File: src/rtl/pms_map.vh
// Command codes, field positions, reset values and timing constants of the power module sequencer.
`ifndef PMS_MAP_VH
`define PMS_MAP_VH
// Command codes of the register port.
`define PMS_CMD_OPERATION 8'h01
`define PMS_CMD_ENSRC 8'h02
`define PMS_CMD_SETPOINT 8'h21
`define PMS_CMD_SLEW 8'h27
`define PMS_CMD_OVWARN 8'h57
`define PMS_CMD_GOODWIN 8'h5e
`define PMS_CMD_TON_WAIT 8'h60
`define PMS_CMD_TON_RAMP 8'h61
`define PMS_CMD_TOFF_WAIT 8'h64
`define PMS_CMD_TOFF_RAMP 8'h65
`define PMS_CMD_PINCFG 8'hd1
`define PMS_CMD_GOOD_WAIT 8'hd4
`define PMS_CMD_CHAIN 8'he0
`define PMS_CMD_FOLLOW 8'he1
`define PMS_CMD_STATUS 8'hd8
// Reset values.
`define PMS_RST_OPERATION 8'h00
`define PMS_RST_ENSRC 8'h05
`define PMS_RST_SLEW 16'h0001
`define PMS_RST_OVWARN 16'h0960
`define PMS_RST_GOODWIN 16'h000a
`define PMS_RST_TON_WAIT 16'h0032
`define PMS_RST_TON_RAMP 16'h0032
`define PMS_RST_TOFF_WAIT 16'h0000
`define PMS_RST_TOFF_RAMP 16'h0032
`define PMS_RST_ZERO16 16'h0000
`define PMS_RST_ZERO8 8'h00
// Field positions.
`define PMS_OP_ON 7
`define PMS_EN_PIN 0
`define PMS_EN_CMD 1
`define PMS_EN_SOFT 2
`define PMS_FOL_EN 0
`define PMS_FOL_RATIO 1
`define PMS_FOL_LIMIT 2
`define PMS_PIN_INV 0
`define PMS_CHAIN_PRE 4:0
`define PMS_CHAIN_NEXT 9:5
`define PMS_CHAIN_HAS_PRE 10
`define PMS_CHAIN_HAS_NEXT 11
`define PMS_MSG_ON 7
`define PMS_MSG_ID 4:0
`define PMS_STRAP_ADDR 4:0
`define PMS_STRAP_SET 7:5
// Discrete strap setpoints and the fallback, in millivolts.
`define PMS_SET0 16'h0258
`define PMS_SET1 16'h02ee
`define PMS_SET2 16'h0384
`define PMS_SET3 16'h03e8
`define PMS_SET4 16'h044c
`define PMS_SET5 16'h04b0
`define PMS_SET6 16'h05dc
`define PMS_SET7 16'h0708
`define PMS_FALLBACK_MV 16'h0708
// Timing: clock rate in MHz, tick in microseconds, initialization in milliseconds.
`define PMS_CLK_MHZ 32'h0000000a
`define PMS_TICK_US 32'h00000064
`define PMS_INIT_MS 32'h0000000f
`define PMS_PCT_FULL 32'h00000064
`endif

File: src/rtl/pms_power_sequencer.v
// Start-up, enable, ramp, power-good, tracking and chain control of a point-of-load module.
// Summary of operation
// RQ1: Above power-on level, load strap, defaults, user store.
// RQ2: Commands and enable accepted only after initialization.
// RQ3: Later sources override earlier; bus writes win.
// RQ4: Strap picks address and setpoint; command overrides.
// RQ5: Faulty strap gives 1.8 V unless stored.
// RQ6: Enable pin high means on, low off.
// RQ7: Enable source config selects pin and/or command.
// RQ8: Enable edges; edges mid-sequence are ignored.
// RQ9: Host keeps enable pulses wide enough.
// RQ10: Wait programmable delay; zero means one tick.
// RQ11: Ramp slopes follow programmed rise/fall times.
// RQ12: Output good only in window, no fault.
// RQ13: Output good waits programmed delay.
// RQ14: Low pre-bias: start at it, ramp up.
// RQ15: High pre-bias: after rise time, ramp down.
// RQ16: Pre-bias above warning limit: stay off.
// RQ17: Tracking: coincident clipped or half ratio.
// RQ18: Tracking ignores enable, delays, limited setpoint.
// RQ19: Tracked signal slow; enable before it rises.
// RQ20: Tracked input above zero: slew to ratio.
// RQ21: On output good, notify next module.
// RQ22: After own fall, notify previous module.
// RQ23: Chain messages carry type and sender id.
`include "pms_map.vh"
`timescale 1ns/100ps
`default_nettype none

module pms_power_sequencer #(
  // Initialization time in cycles; shorten in simulation.
  parameter INIT_CYCLES = `PMS_INIT_MS * 32'd1000 * `PMS_CLK_MHZ,
  // Cycles of one timing tick.
  parameter TICK_CYCLES = `PMS_TICK_US * `PMS_CLK_MHZ
) (
  // Clock and reset.
  input wire mclk_i,
  input wire reset_i,
  // Supply monitor and straps.
  input wire por_ok_i,
  input wire [7:0] strap_divider_input_i,
  input wire strap_fault_i,
  input wire nv_setpoint_valid_i,
  input wire [15:0] nv_setpoint_i,
  // Enable pin.
  input wire enable_pin_i,
  // Command port.
  input wire cmd_wr_i,
  input wire cmd_rd_i,
  input wire [7:0] cmd_code_i,
  input wire [15:0] cmd_wdata_i,
  output reg [15:0] cmd_rdata_o,
  output reg cmd_ready_o,
  // Power stage view.
  input wire [15:0] vout_meas_i,
  input wire fault_i,
  input wire [15:0] follow_reference_input_i,
  output reg [15:0] vout_ref_o,
  output reg switching_o,
  output reg output_ok_signal_o,
  output reg [4:0] bus_address_o,
  // Inter-module bus, open drain data.
  input wire imb_clk_i,
  input wire imb_data_i,
  output reg imb_data_o,
  output reg imb_data_oe_o
);

  // One-hot states.
  localparam [10:0] ST_INIT = 11'h001;
  localparam [10:0] ST_OFF = 11'h002;
  localparam [10:0] ST_WAITPRE = 11'h004;
  localparam [10:0] ST_DELAY = 11'h008;
  localparam [10:0] ST_HOLD = 11'h010;
  localparam [10:0] ST_RAMP = 11'h020;
  localparam [10:0] ST_ON = 11'h040;
  localparam [10:0] ST_OFFWAIT = 11'h080;
  localparam [10:0] ST_OFFDLY = 11'h100;
  localparam [10:0] ST_FALL = 11'h200;
  localparam [10:0] ST_TRACK = 11'h400;

  // Synchroniser stages for supply, enable, link clock and link data.
  reg [3:0] s1_reg;
  reg [3:0] s2_reg;
  reg [3:0] s3_reg;
  reg [3:0] filt_reg;
  reg [3:0] filt_d_reg;
  wire [3:0] raw = {imb_data_i, imb_clk_i, enable_pin_i, por_ok_i};
  wire por_ok = filt_reg[0];
  wire en_rise = filt_reg[1] & ~filt_d_reg[1];
  wire en_fall = ~filt_reg[1] & filt_d_reg[1];
  wire lk_rise = filt_reg[2] & ~filt_d_reg[2];
  wire lk_fall = ~filt_reg[2] & filt_d_reg[2];
  wire lk_data = filt_reg[3];

  // A change is taken only once the second and third stages agree.
  always @(posedge mclk_i) begin
    if (reset_i) begin
      // Stages start at the idle levels so that leaving reset shows no false link edge.
      s1_reg <= 4'hc;
      s2_reg <= 4'hc;
      s3_reg <= 4'hc;
      filt_reg <= 4'hc;
      filt_d_reg <= 4'hc;
    end else begin
      s1_reg <= raw;
      s2_reg <= s1_reg;
      s3_reg <= s2_reg;
      filt_reg <= (s2_reg & s3_reg) | (filt_reg & (s2_reg | s3_reg));
      filt_d_reg <= filt_reg;
    end
  end

  // Free-running tick that all programmed times count in.
  reg [31:0] tick_cnt_reg;
  wire tick = (tick_cnt_reg == TICK_CYCLES - 1);
  always @(posedge mclk_i) begin
    if (reset_i) begin
      tick_cnt_reg <= 32'h0;
    end else begin
      tick_cnt_reg <= tick ? 32'h0 : tick_cnt_reg + 32'h1;
    end
  end

  // Programmed registers.
  reg [7:0] op_reg;
  reg [7:0] ensrc_reg;
  reg [15:0] setpoint_reg;
  reg [15:0] slew_reg;
  reg [15:0] ovwarn_reg;
  reg [15:0] goodwin_reg;
  reg [15:0] ton_wait_reg;
  reg [15:0] ton_ramp_reg;
  reg [15:0] toff_wait_reg;
  reg [15:0] toff_ramp_reg;
  reg [15:0] pincfg_reg;
  reg [15:0] good_wait_reg;
  reg [15:0] chain_reg;
  reg [7:0] follow_reg;

  // Sequencing state.
  reg [10:0] state_reg;
  reg [31:0] init_cnt_reg;
  reg [15:0] wait_cnt_reg;
  reg pin_on_reg;
  reg inhibit_reg;
  reg [31:0] acc_reg;
  reg [31:0] span_reg;
  reg [31:0] ramp_cyc_reg;
  reg dir_up_reg;
  reg [15:0] goal_reg;
  reg catch_reg;
  reg [15:0] limit_reg;
  reg [15:0] good_cnt_reg;
  reg good_reg;
  reg tx_req_reg;
  reg tx_on_reg;

  // Link receive and transmit state.
  reg [7:0] rx_sh_reg;
  reg [3:0] rx_cnt_reg;
  reg rx_valid_reg;
  reg [7:0] rx_msg_reg;
  reg [8:0] tx_sh_reg;
  reg [3:0] tx_cnt_reg;

  // Derived conditions.
  wire ready = (state_reg != ST_INIT);
  wire cmd_on = op_reg[`PMS_OP_ON];
  wire use_pin = ensrc_reg[`PMS_EN_PIN];
  wire use_cmd = ensrc_reg[`PMS_EN_CMD];
  wire soft_off = ensrc_reg[`PMS_EN_SOFT];
  wire fol_en = follow_reg[`PMS_FOL_EN];
  wire fol_lim = follow_reg[`PMS_FOL_LIMIT];
  wire has_pre = chain_reg[`PMS_CHAIN_HAS_PRE];
  wire has_next = chain_reg[`PMS_CHAIN_HAS_NEXT];
  wire stable = (state_reg == ST_OFF) || (state_reg == ST_ON);
  wire [15:0] on_wait = (ton_wait_reg == 16'h0) ? 16'h1 : ton_wait_reg;
  wire [15:0] off_wait = (toff_wait_reg == 16'h0) ? 16'h1 : toff_wait_reg;
  wire [31:0] rise_cyc = ton_ramp_reg * TICK_CYCLES;
  wire [31:0] fall_cyc = toff_ramp_reg * TICK_CYCLES;
  wire [15:0] target = (fol_en && fol_lim) ? limit_reg : setpoint_reg;

  // Source combination: none selected means always on.
  reg want_on;
  always @* begin
    case ({use_cmd, use_pin})
      2'b01: want_on = pin_on_reg;
      2'b10: want_on = cmd_on;
      2'b11: want_on = pin_on_reg & cmd_on;
      default: want_on = 1'b1;
    endcase
  end

  // Strap table lookup.
  reg [15:0] strap_mv;
  always @* begin
    case (strap_divider_input_i[`PMS_STRAP_SET])
      3'h0: strap_mv = `PMS_SET0;
      3'h1: strap_mv = `PMS_SET1;
      3'h2: strap_mv = `PMS_SET2;
      3'h3: strap_mv = `PMS_SET3;
      3'h4: strap_mv = `PMS_SET4;
      3'h5: strap_mv = `PMS_SET5;
      3'h6: strap_mv = `PMS_SET6;
      default: strap_mv = `PMS_SET7;
    endcase
  end

  // Tracking goal: half the reference, or the reference clipped at target.
  wire [15:0] ref_in = follow_reference_input_i;
  wire [15:0] trk_goal = follow_reg[`PMS_FOL_RATIO] ? {1'b0, ref_in[15:1]} : // RQ17
                         ((ref_in > target) ? target : ref_in);
  wire [15:0] trk_diff = (vout_ref_o > trk_goal) ? vout_ref_o - trk_goal : trk_goal - vout_ref_o;

  // Window check; goodwin_reg holds the window in percent.
  wire [15:0] err = (vout_meas_i > vout_ref_o) ? vout_meas_i - vout_ref_o : vout_ref_o - vout_meas_i;
  wire [31:0] err_scaled = err * `PMS_PCT_FULL;
  wire [31:0] win_scaled = vout_ref_o * goodwin_reg;
  wire good_cond = switching_o && ((state_reg == ST_ON) || (state_reg == ST_TRACK)) &&
                   (err_scaled <= win_scaled) && !fault_i; // RQ12

  // Messages accepted from the configured neighbours only.
  wire on_from_pre = rx_valid_reg && rx_msg_reg[`PMS_MSG_ON] &&
                     (rx_msg_reg[`PMS_MSG_ID] == chain_reg[`PMS_CHAIN_PRE]); // RQ23
  wire off_from_next = rx_valid_reg && !rx_msg_reg[`PMS_MSG_ON] &&
                       (rx_msg_reg[`PMS_MSG_ID] == chain_reg[`PMS_CHAIN_NEXT]); // RQ23

  // Main sequencer, register writes and readback.
  always @(posedge mclk_i) begin
    if (reset_i) begin
      state_reg <= ST_INIT;
      init_cnt_reg <= 32'h0;
      op_reg <= `PMS_RST_OPERATION;
      ensrc_reg <= `PMS_RST_ENSRC;
      setpoint_reg <= `PMS_RST_ZERO16;
      slew_reg <= `PMS_RST_SLEW;
      ovwarn_reg <= `PMS_RST_OVWARN;
      goodwin_reg <= `PMS_RST_GOODWIN;
      ton_wait_reg <= `PMS_RST_TON_WAIT;
      ton_ramp_reg <= `PMS_RST_TON_RAMP;
      toff_wait_reg <= `PMS_RST_TOFF_WAIT;
      toff_ramp_reg <= `PMS_RST_TOFF_RAMP;
      pincfg_reg <= `PMS_RST_ZERO16;
      good_wait_reg <= `PMS_RST_ZERO16;
      chain_reg <= `PMS_RST_ZERO16;
      follow_reg <= `PMS_RST_ZERO8;
      wait_cnt_reg <= 16'h0;
      pin_on_reg <= 1'b0;
      inhibit_reg <= 1'b0;
      acc_reg <= 32'h0;
      span_reg <= 32'h0;
      ramp_cyc_reg <= 32'h0;
      dir_up_reg <= 1'b1;
      goal_reg <= 16'h0;
      catch_reg <= 1'b0;
      limit_reg <= 16'h0;
      tx_req_reg <= 1'b0;
      tx_on_reg <= 1'b0;
      vout_ref_o <= 16'h0;
      switching_o <= 1'b0;
      bus_address_o <= 5'h0;
      cmd_rdata_o <= 16'h0;
      cmd_ready_o <= 1'b0;
    end else begin
      tx_req_reg <= 1'b0;
      cmd_ready_o <= ready;
      // Pin edges count only while the output is settled on or off.
      if (ready && stable && en_rise) begin
        pin_on_reg <= 1'b1; // RQ6 RQ8
      end else if (ready && stable && en_fall) begin
        pin_on_reg <= 1'b0; // RQ6 RQ8
      end
      if (!want_on) begin
        inhibit_reg <= 1'b0;
      end
      // Bus writes land in volatile copies and outrank every store.
      if (ready && cmd_wr_i) begin // RQ2 RQ3
        case (cmd_code_i)
          `PMS_CMD_OPERATION: op_reg <= cmd_wdata_i[7:0]; // RQ7
          `PMS_CMD_ENSRC: ensrc_reg <= cmd_wdata_i[7:0]; // RQ7
          `PMS_CMD_SETPOINT: setpoint_reg <= cmd_wdata_i; // RQ4
          `PMS_CMD_SLEW: slew_reg <= cmd_wdata_i;
          `PMS_CMD_OVWARN: ovwarn_reg <= cmd_wdata_i;
          `PMS_CMD_GOODWIN: goodwin_reg <= cmd_wdata_i;
          `PMS_CMD_TON_WAIT: ton_wait_reg <= cmd_wdata_i;
          `PMS_CMD_TON_RAMP: ton_ramp_reg <= cmd_wdata_i;
          `PMS_CMD_TOFF_WAIT: toff_wait_reg <= cmd_wdata_i;
          `PMS_CMD_TOFF_RAMP: toff_ramp_reg <= cmd_wdata_i;
          `PMS_CMD_PINCFG: pincfg_reg <= cmd_wdata_i;
          `PMS_CMD_GOOD_WAIT: good_wait_reg <= cmd_wdata_i;
          `PMS_CMD_CHAIN: chain_reg <= cmd_wdata_i;
          `PMS_CMD_FOLLOW: follow_reg <= cmd_wdata_i[7:0];
          default: op_reg <= op_reg;
        endcase
      end
      // Readback; unknown codes and reads during start-up return zero.
      if (cmd_rd_i) begin
        case (ready ? cmd_code_i : 8'h00)
          `PMS_CMD_OPERATION: cmd_rdata_o <= {8'h00, op_reg};
          `PMS_CMD_ENSRC: cmd_rdata_o <= {8'h00, ensrc_reg};
          `PMS_CMD_SETPOINT: cmd_rdata_o <= setpoint_reg;
          `PMS_CMD_SLEW: cmd_rdata_o <= slew_reg;
          `PMS_CMD_OVWARN: cmd_rdata_o <= ovwarn_reg;
          `PMS_CMD_GOODWIN: cmd_rdata_o <= goodwin_reg;
          `PMS_CMD_TON_WAIT: cmd_rdata_o <= ton_wait_reg;
          `PMS_CMD_TON_RAMP: cmd_rdata_o <= ton_ramp_reg;
          `PMS_CMD_TOFF_WAIT: cmd_rdata_o <= toff_wait_reg;
          `PMS_CMD_TOFF_RAMP: cmd_rdata_o <= toff_ramp_reg;
          `PMS_CMD_PINCFG: cmd_rdata_o <= pincfg_reg;
          `PMS_CMD_GOOD_WAIT: cmd_rdata_o <= good_wait_reg;
          `PMS_CMD_CHAIN: cmd_rdata_o <= chain_reg;
          `PMS_CMD_FOLLOW: cmd_rdata_o <= {8'h00, follow_reg};
          `PMS_CMD_STATUS: cmd_rdata_o <= {good_reg, switching_o, inhibit_reg, 2'b00, state_reg};
          default: cmd_rdata_o <= 16'h0;
        endcase
      end
      case (state_reg)
        // Load order: defaults at reset, then strap, then user store.
        ST_INIT: begin
          if (por_ok) begin // RQ1
            init_cnt_reg <= init_cnt_reg + 32'h1;
            if (init_cnt_reg == 32'h0) begin
              bus_address_o <= strap_divider_input_i[`PMS_STRAP_ADDR]; // RQ4
              setpoint_reg <= strap_fault_i ? `PMS_FALLBACK_MV : strap_mv; // RQ4 RQ5
            end else if (init_cnt_reg == 32'h2 && nv_setpoint_valid_i) begin
              setpoint_reg <= nv_setpoint_i; // RQ3 RQ5
            end else if (init_cnt_reg >= INIT_CYCLES - 1) begin
              state_reg <= ST_OFF; // RQ2
            end
          end else begin
            init_cnt_reg <= 32'h0;
          end
        end
        // Off: tracking skips every delay and ramp setting.
        ST_OFF: begin
          switching_o <= 1'b0;
          vout_ref_o <= 16'h0;
          if (want_on && fol_en) begin
            limit_reg <= setpoint_reg;
            catch_reg <= (ref_in != 16'h0); // RQ20
            state_reg <= ST_TRACK; // RQ18
          end else if (want_on && !inhibit_reg) begin
            wait_cnt_reg <= on_wait; // RQ10
            state_reg <= has_pre ? ST_WAITPRE : ST_DELAY; // RQ21
          end
        end
        // Wait for the previous module to report its output good.
        ST_WAITPRE: begin
          if (!want_on) begin
            state_reg <= ST_OFF;
          end else if (on_from_pre) begin
            state_reg <= ST_DELAY; // RQ21
          end
        end
        // Turn-on delay, then the pre-bias decision.
        ST_DELAY: begin
          if (tick) begin
            wait_cnt_reg <= wait_cnt_reg - 16'h1; // RQ10
          end
          if (tick && wait_cnt_reg == 16'h1) begin
            acc_reg <= 32'h0;
            ramp_cyc_reg <= rise_cyc; // RQ11
            goal_reg <= target;
            if (vout_meas_i > ovwarn_reg) begin
              inhibit_reg <= 1'b1; // RQ16
              state_reg <= ST_OFF; // RQ16
            end else if (vout_meas_i < target) begin
              vout_ref_o <= vout_meas_i; // RQ14
              switching_o <= 1'b1; // RQ14
              span_reg <= {16'h0, target - vout_meas_i};
              dir_up_reg <= 1'b1;
              state_reg <= ST_RAMP; // RQ14
            end else begin
              wait_cnt_reg <= ton_ramp_reg;
              state_reg <= ST_HOLD; // RQ15
            end
          end
        end
        // High pre-bias: stay idle for the rise time, then ramp down.
        ST_HOLD: begin
          if (tick && wait_cnt_reg != 16'h0) begin
            wait_cnt_reg <= wait_cnt_reg - 16'h1;
          end
          if (wait_cnt_reg == 16'h0) begin
            vout_ref_o <= vout_meas_i; // RQ15
            switching_o <= 1'b1; // RQ15
            span_reg <= {16'h0, vout_meas_i - goal_reg};
            dir_up_reg <= 1'b0;
            state_reg <= ST_RAMP; // RQ15
          end
        end
        // Even stepping: one millivolt each time span cycles pass the ramp length.
        ST_RAMP, ST_FALL: begin
          if (vout_ref_o == goal_reg || ramp_cyc_reg == 32'h0) begin
            vout_ref_o <= goal_reg;
            if (state_reg == ST_RAMP) begin
              state_reg <= ST_ON;
            end else begin
              switching_o <= 1'b0;
              tx_on_reg <= 1'b0;
              tx_req_reg <= has_pre; // RQ22
              state_reg <= ST_OFF;
            end
          end else if (acc_reg + span_reg >= ramp_cyc_reg) begin
            acc_reg <= acc_reg + span_reg - ramp_cyc_reg; // RQ11
            vout_ref_o <= dir_up_reg ? vout_ref_o + 16'h1 : vout_ref_o - 16'h1; // RQ11
          end else begin
            acc_reg <= acc_reg + span_reg;
          end
        end
        // Regulating; soft off waits for the next module first.
        ST_ON: begin
          vout_ref_o <= target; // RQ4
          if (!want_on) begin
            if (soft_off) begin
              wait_cnt_reg <= off_wait; // RQ10
              state_reg <= has_next ? ST_OFFWAIT : ST_OFFDLY; // RQ22
            end else begin
              switching_o <= 1'b0;
              vout_ref_o <= 16'h0;
              state_reg <= ST_OFF;
            end
          end
        end
        // Wait until the next module has finished falling.
        ST_OFFWAIT: begin
          if (off_from_next) begin
            state_reg <= ST_OFFDLY; // RQ22
          end
        end
        // Turn-off delay, then the fall ramp.
        ST_OFFDLY: begin
          if (tick) begin
            wait_cnt_reg <= wait_cnt_reg - 16'h1; // RQ10
          end
          if (tick && wait_cnt_reg == 16'h1) begin
            acc_reg <= 32'h0;
            ramp_cyc_reg <= fall_cyc; // RQ11
            span_reg <= {16'h0, vout_ref_o};
            goal_reg <= 16'h0;
            dir_up_reg <= 1'b0;
            state_reg <= ST_FALL;
          end
        end
        // Tracking ignores enable; it ends when the mode is switched off.
        ST_TRACK: begin
          switching_o <= 1'b1;
          if (!fol_en) begin
            state_reg <= ST_OFF;
          end else if (catch_reg) begin
            if (trk_diff <= slew_reg) begin
              catch_reg <= 1'b0; // RQ20
            end else if (tick) begin
              vout_ref_o <= (vout_ref_o < trk_goal) ? vout_ref_o + slew_reg : vout_ref_o - slew_reg; // RQ20
            end
          end else begin
            vout_ref_o <= trk_goal; // RQ17 RQ18
          end
        end
        default: state_reg <= ST_INIT;
      endcase
      // Each rising of output good in the on state announces this rail to the next module.
      if (has_next && good_cond && good_wait_reg == 16'h0 && !good_reg && state_reg == ST_ON) begin
        tx_on_reg <= 1'b1;
        tx_req_reg <= 1'b1; // RQ21
      end else if (has_next && tick && good_cond && !good_reg && good_cnt_reg == 16'h1 &&
                   state_reg == ST_ON) begin
        tx_on_reg <= 1'b1;
        tx_req_reg <= 1'b1; // RQ21
      end
    end
  end

  // Output good delay: restarts whenever a condition drops.
  always @(posedge mclk_i) begin
    if (reset_i) begin
      good_reg <= 1'b0;
      good_cnt_reg <= 16'h0;
      output_ok_signal_o <= 1'b0;
    end else begin
      if (!good_cond) begin
        good_reg <= 1'b0; // RQ12
        good_cnt_reg <= good_wait_reg;
      end else if (good_cnt_reg == 16'h0) begin
        good_reg <= 1'b1; // RQ13
      end else if (tick) begin
        good_cnt_reg <= good_cnt_reg - 16'h1; // RQ13
      end
      output_ok_signal_o <= good_reg ^ pincfg_reg[`PMS_PIN_INV];
    end
  end

  // Link: start bit low, eight bits LSB first, sampled on rising link clock.
  always @(posedge mclk_i) begin
    if (reset_i) begin
      rx_sh_reg <= 8'h0;
      rx_cnt_reg <= 4'h0;
      rx_valid_reg <= 1'b0;
      rx_msg_reg <= 8'h0;
      tx_sh_reg <= 9'h1ff;
      tx_cnt_reg <= 4'h0;
      imb_data_o <= 1'b0;
      imb_data_oe_o <= 1'b0;
    end else begin
      rx_valid_reg <= 1'b0;
      if (lk_rise) begin
        if (rx_cnt_reg == 4'h0) begin
          rx_cnt_reg <= lk_data ? 4'h0 : 4'h8;
        end else begin
          rx_sh_reg <= {lk_data, rx_sh_reg[7:1]};
          rx_cnt_reg <= rx_cnt_reg - 4'h1;
          if (rx_cnt_reg == 4'h1) begin
            rx_msg_reg <= {lk_data, rx_sh_reg[7:1]}; // RQ23
            rx_valid_reg <= 1'b1;
          end
        end
      end
      // Sender shifts on falling link clock; a request while busy is dropped.
      if (tx_req_reg && tx_cnt_reg == 4'h0) begin
        tx_sh_reg <= {tx_on_reg, 2'b00, bus_address_o, 1'b0}; // RQ23
        tx_cnt_reg <= 4'h9;
      end else if (lk_fall) begin
        if (tx_cnt_reg != 4'h0) begin
          imb_data_oe_o <= ~tx_sh_reg[0];
          tx_sh_reg <= {1'b1, tx_sh_reg[8:1]};
          tx_cnt_reg <= tx_cnt_reg - 4'h1;
        end else begin
          imb_data_oe_o <= 1'b0;
        end
      end
    end
  end

endmodule

`default_nettype wire

File: config.mk
export PLATFORM = sky130hd
export DESIGN_NAME = pms_power_sequencer
export DESIGN_NICKNAME = d
export VERILOG_FILES = /design/src/rtl/pms_power_sequencer.v
export VERILOG_INCLUDE_DIRS = /design/src /design/src/rtl
export SDC_FILE = /design/constraint.sdc
export NUM_CORES = 2
export LEC_CHECK = 0
export BUFFER_PORTS_ARGS = -buffer_cell sky130_fd_sc_hd__buf_2
export CAP_MARGIN = 20
export CORE_ASPECT_RATIO = 1.1
export CORE_MARGIN = 2
export CORE_UTILIZATION = 47
export DETAILED_ROUTE_END_ITERATION = 16
export PLACE_DENSITY = 0.66
export REMOVE_ABC_BUFFERS = 1
export SLEW_MARGIN = 10
export SYNTH_ARGS = -nofsm -noshare
export SYNTH_HDL_FRONTEND = slang
export SYNTH_SLANG_ARGS = --single-unit
File: constraint.sdc
create_clock -name mclk_i -period 9.8 [get_ports mclk_i]
set_input_delay 2.45 -clock mclk_i [delete_from_list [all_inputs] [get_ports mclk_i]]
set_output_delay 2.45 -clock mclk_i [all_outputs]
set_load 0.05 [all_outputs]
After elaboration in Yosys (flattened, before gate mapping)
Index checks and enable logic that the tools add are counted.
Storage, ports and cells
  output and inout port bits: 42
  input bits: 91
  bits in registers: 536
  logic and storage cells: 410
Cells by class
  bitwise logic cells: 19
  reductions and logical operators: 94
  add/subtract/negate cells: 18
  multipliers: 4
  magnitude comparators: 10
  mux-type cells: 126
  equal/unequal tests: 89
Operators with widths (count)
  16-bit 2-to-1 mux: 42
  32-bit 2-to-1 mux: 11
  16-bit case mux with 15 select lines: 1
  11-bit 2-to-1 mux: 15
  32-bit case mux with 2 select lines: 2
  16-bit subtractor: 7
  11-bit case mux with 10 select lines: 1
  8-bit by 7-bit equality test with 1-bit output (second input constant): 12
  16-bit case mux with 6 select lines: 1
  32-bit case mux with 3 select lines: 1
  16-bit logical NOT: 5
  16-bit case mux with 5 select lines: 1
  11-bit case mux with 7 select lines: 1
  8-bit equality test (second input constant): 9
  32-bit by 1-bit adder with 32-bit output (second input constant): 2
  16-bit greater-than comparator: 4
  32-bit logical NOT: 2
  16-bit by 1-bit subtractor with 16-bit output (second input constant): 3
  16-bit by 7-bit multiplier with 23-bit output (second input constant): 2
  9-bit 2-to-1 mux: 5
  2-bit inequality test (second input constant): 22
  2-bit AND reduction: 19
  32-bit adder: 1
  16-bit by 1-bit equality test with 1-bit output (second input constant): 2
  other kinds (70): 189

Longest topological paths before layout
  word-level depth: 12
  gate-level depth with buffers: 41
  depth with buffers taken out: 38

Least setup slack after synthesis
No wires, ideal clock.
  path kind: input -> register
  start point: input vout_meas_i[0]
  end point: register good_cnt_reg[10]
  required time: 9.681 ns
  buffers on the path: 3
  stages: 41
  path slack: -0.003 ns
  library setup time: 0.119 ns
  arrival time: 9.684 ns
  path through: inv_1 -> ha_1 -> inv_1 -> fa_1 -> a21o_1 -> a21oi_1 -> o211a_1 -> nor3_1 -> a21oi_2 -> buf_2 -> buf_2 -> nand3_1 -> o21ai_0 -> xnor2_1 -> ha_1 -> ha_1 -> inv_1 -> fa_1 -> (+5 left out) -> a211oi_1 -> nor3_1 -> nor2_1 -> a21oi_1 -> a211o_1 -> a21oi_1 -> xnor2_1 -> ha_1 -> nand3_1 -> nor2_1 -> a32o_1 -> a211oi_1 -> o221ai_1 -> nor4_1 -> o2111ai_1 -> nand3_1 -> buf_2 -> o2bb2ai_1
On the way
  longest elaborated chain between the ends: 8
  elaborated cells on any way between the ends: 12
  classes of those cells: add/sub: 2; mul: 1; order compare: 2; eq/ne: 2; mux: 2; reduce/logical: 3
RTL lines
  start: declaration: RTL line pms_power_sequencer.v:55  | input wire [15:0] vout_meas_i,
  16-bit subtractor or 16-bit greater-than comparator (tied branches): RTL line pms_power_sequencer.v:217  | wire [15:0] err = (vout_meas_i > vout_ref_o) ? vout_meas_i - vout_ref_o : vout_ref_o - vout_meas_i;
  16-bit 2-to-1 mux *: RTL line pms_power_sequencer.v:217
  16-bit by 5-bit multiplier with 21-bit output (no line) *
  23-bit by 32-bit <= comparator with 1-bit output *: RTL line pms_power_sequencer.v:221  | (err_scaled <= win_scaled) && !fault_i;
  1-bit logical AND *: RTL line pms_power_sequencer.v:220  | wire good_cond = switching_o && ((state_reg == ST_ON) || (state_reg == ST_TRACK)) &&
  1-bit logical AND *: RTL line pms_power_sequencer.v:221
  2-bit inequality test (no line)
  2-bit AND reduction (no line)
  end signal: assignment: RTL line pms_power_sequencer.v:484  | good_cnt_reg <= good_wait_reg;
  end signal: assignment: RTL line pms_power_sequencer.v:488  | good_cnt_reg <= good_cnt_reg - 16'h1;
  end: declaration: RTL line pms_power_sequencer.v:154  | reg [15:0] good_cnt_reg;
Mark *: on every way between the ends. The rest lies on a longest branch, timed or not.
A chain may end at the register's enable or synchronous reset.

Worst setup path in the final report
  start point: input follow_reference_input_i[5]
  end point: register vout_ref_o[7]
On the way
  longest elaborated chain between the ends: 10
  elaborated cells on any way between the ends: 17
  classes of those cells: add/sub: 2; order compare: 4; eq/ne: 1; mux: 9; reduce/logical: 1
RTL lines
  start: declaration: RTL line pms_power_sequencer.v:57  | input wire [15:0] follow_reference_input_i,
  16-bit greater-than comparator: RTL line pms_power_sequencer.v:213  | ((ref_in > target) ? target : ref_in);
  16-bit 2-to-1 mux: RTL line pms_power_sequencer.v:213
  16-bit 2-to-1 mux *: RTL line pms_power_sequencer.v:212  | wire [15:0] trk_goal = follow_reg[`PMS_FOL_RATIO] ? {1'b0, ref_in[15:1]} :
  branches (longest 7 deep; another with 16-bit subtractor)
  end signal: assignment: RTL line pms_power_sequencer.v:369  | vout_ref_o <= vout_meas_i;
  end signal: assignment: RTL line pms_power_sequencer.v:455  | vout_ref_o <= (vout_ref_o < trk_goal) ? vout_ref_o + slew_reg : vout_ref_o - slew_reg;
  end signal: assignment: RTL line pms_power_sequencer.v:458  | vout_ref_o <= trk_goal;
  end: declaration: RTL line pms_power_sequencer.v:58  | output reg [15:0] vout_ref_o,
Mark *: on every way between the ends. The select of a mux whose other input is x is not followed.

==> flow_metrics.tcl <==
set metrics [dict create \
    status "finished, final reports clean" \
    async_reset_ff_frac 0 \
    grt_use_total 0.3290 \
    initial_utilization 0.4719 \
    antenna_left 0 \
    place_ws_ns -0.4003 \
    netlist_area_sq_mm 0.04967 \
    first_pass_iters 8 \
    synth_cells 6193 \
    relSlewSlack 0.2054 \
    drive_gt1_frac 0.09413 \
    worst-endpoint-required_ns 10.32 \
    die_x_um 314.0 \
    vias 46590 \
    yosysWarnings 0 \
    cts_buffers 55 \
    ys_ff_latch 507 \
    layout_setup_ws_ns 0.4101 \
    placed_cell_area_sq_mm 0.05294 \
    synth_seq_area_share 0.2043 \
    nNetsFinal 7255 \
    syn_to_final_growth_pct 10.80 \
    core_sq_mm 0.1053 \
    grt_pass1_vias 44610 \
    crit_path_end_kind "flop" \
    io_pins 133 \
    clock_sinks 507 \
    power.density_mw_per_mm2 106.8 \
    clockBufferDepth 3 \
    fin_hold_ws_ns 0.4116 \
    dp_cells 7674 \
    p_leak_nw 24.36 \
    cp.arrival_ns 9.91 \
    fin_crit_ns 9.390 \
    routed_via_density 5.986 \
    cap_violations 0 \
    die_area_sq_mm 0.1083 \
    critPathSlowestCell "fa_1" \
    setup_viol 0 \
    placementRows 125 \
    drc 0 \
    path_class "input port to flop" \
    grt_pass1_wl_mm 273.1 \
    worstHoldPathType "flop to flop" \
    cts_root_buf "clkbuf_16" \
    hold_viol_final 0 \
    clk_pin_slew_ns 0.07 \
    dp_hpwl_mm 142.8 \
    rsz0062_at_grt "yes" \
    crit_path_frequent_cell "buf_4" \
    synth_flop_cell "dfxtp_1" \
    finalNonFillerCells 7784 \
    slowest_delay_ns 0.47 \
    crit_path_max_fanout 12 \
    cp-start-kind "input port" \
    cts_max_level 2 \
    drt_wl_total_mm 182.3 \
    avgSynthCellArea_sq_um 8.020 \
    grt_antenna_before_repair 6 \
    dieHeight_um 345.0 \
    place.gp.congestion 1.027 \
    clock_skew_ns 0.06424 \
    period_share 0.9582 \
    finalCoreUtilization 0.5228 \
    cts_tree "yes" \
    grt_overflow 0 \
    stdcell_area_sq_mm 0.05503 \
    drt-wirelength-per-cell_um 23.42 \
    tightest_slew_ns 1.185 \
    synth_cell_type_count 98 \
    portBuffers 131 \
    clk_latency_ns 0.66 \
    power_mw 5.877 \
    slew_viol_final 0 \
    tns_ns 0 \
    ir_worst_vdd_v 0.0001516 \
    timing.fmax_mhz 106.5 \
    drtIter0Drc 4594 \
    synth-edff-count 0 \
    grt_max_degree 154 \
]
## worst max-delay path: cells and delay by family
family	cells	cell delay [ns]
compound gates	16	3.50
simple gates	7	1.31
fa+ha+maj	3	1.08
buf+inv	6	1.02
mux	2	0.55
## metal layers
| layer | GRT usage | vias to the layer above | wire [um] |
|---|---|---|---|
| met2 | 0.5359 | 1993 | 82730 |
| li1 | - | 21700 | - |
| met1 | 0.4082 | 22380 | 71550 |
| met3 | 0.04677 | 518 | 14110 |
| met4 | 0.2154 | 4 | 13920 |
| met5 | 0 | - | 31 |
## Yosys cell counts, types with 16 or more instances
cell	number	area [sq um]
a211o_1	22	192.7
a211oi_1	73	548.0
a21boi_0	18	135.1
a21o_1	111	833.3
a21oi_1	493	2467
a221oi_1	65	569.3
a222oi_1	28	280.3
a22o_1	20	175.2
a22oi_1	43	322.8
a311oi_1	30	262.8
a31oi_1	36	225.2
and2_1	137	857.1
and3_1	44	275.3
and4_1	22	192.7
buf_2	32	160.2
clkbuf_1	246	923.4
dfxtp_1	507	10150
fa_1	323	6466
ha_1	500	6256
inv_1	631	2369
mux2_2	17	191.4
mux2i_1	85	850.8
nand2_1	794	2980
nand2b_1	46	287.8
nand3_1	169	845.8
nand3b_1	17	127.6
nand4_1	65	406.6
nor2_1	421	1580
nor2b_1	50	312.8
nor3_1	95	475.5
nor3b_1	16	120.1
nor4_1	54	337.8
o211ai_1	40	300.3
o21a_1	38	285.3
o21ai_0	218	1091
o21bai_1	22	165.2
o2bb2ai_1	23	201.4
o31ai_1	21	157.7
or2_2	25	156.4
or3_1	51	319.1
xnor2_1	201	1760
xor2_1	122	1069
## report_power, final
group,switching (mW),internal (mW)
Combinational,0.843,0.717
Sequential,0.00275,2.06
Clock,0.963,1.29
Total,1.81,4.07
## timing repair
item,CTS,global route
endpoints found under the setup margin,0,34
setup buffers,0,4
hold buffers,0,0
gates resized for setup,0,19
## final cells by class
cell class,count,area (sq um)
Sequential cell,507,10150
Clock buffer,67,1461
Timing Repair Buffer,393,2716
Multi-Input combinational cell,4753,36110
Clock inverter,34,469.2
Inverter,631,2369
Fill cell,10070,50220
Tap cell,1397,1748
Antenna cell,2,5.005
## worst paths after layout
path | start | end | slack (ns) | depth (start not counted)
max | follow_reference_input_i[5] | vout_ref_o[7] | 0.41 | 34
min | s1_reg[3] | s2_reg[3] | 0.41 | 1
max reg2reg | follow_reg[0] | vout_ref_o[7] | 0.81 | 36
min reg2reg | s1_reg[3] | s2_reg[3] | 0.41 | 1
## layout by cell type, fill, tap and decap left out, types with 21 or more instances in the layout
master,count
a211o_1,22
a211oi_1,71
a21o_1,111
a21oi_1,484
a221oi_1,64
a222oi_1,28
a22oi_1,43
a311oi_1,29
a31oi_1,36
and2_1,137
and3_1,44
and4_1,22
buf_2,129
buf_4,255
clkbuf_16,55
dfxtp_1,507
fa_1,323
ha_1,500
inv_1,631
mux2i_1,84
nand2_1,794
nand2b_1,46
nand3_1,169
nand4_1,65
nor2_1,418
nor2b_1,50
nor3_1,91
nor4_1,53
o211ai_1,40
o21a_1,38
o21ai_0,217
o21bai_1,21
o2bb2ai_1,23
o31ai_1,21
or2_2,25
or3_1,51
xnor2_1,201
xor2_1,120
## cell families after synthesis
| group | count (synthesis) | synth area share |
|---|---|---|
| xor+xnor | 323 | 0.05695 |
| mux | 104 | 0.02144 |
| flops | 507 | 0.2043 |
| other cells | 1 | 0.00007550 |
| buf+inv | 933 | 0.07260 |
| fa+ha+maj | 823 | 0.2561 |
| compound gates | 1423 | 0.1870 |
| simple gates | 2079 | 0.2014 |
Note: power is estimated with default switching activity, not from simulation.
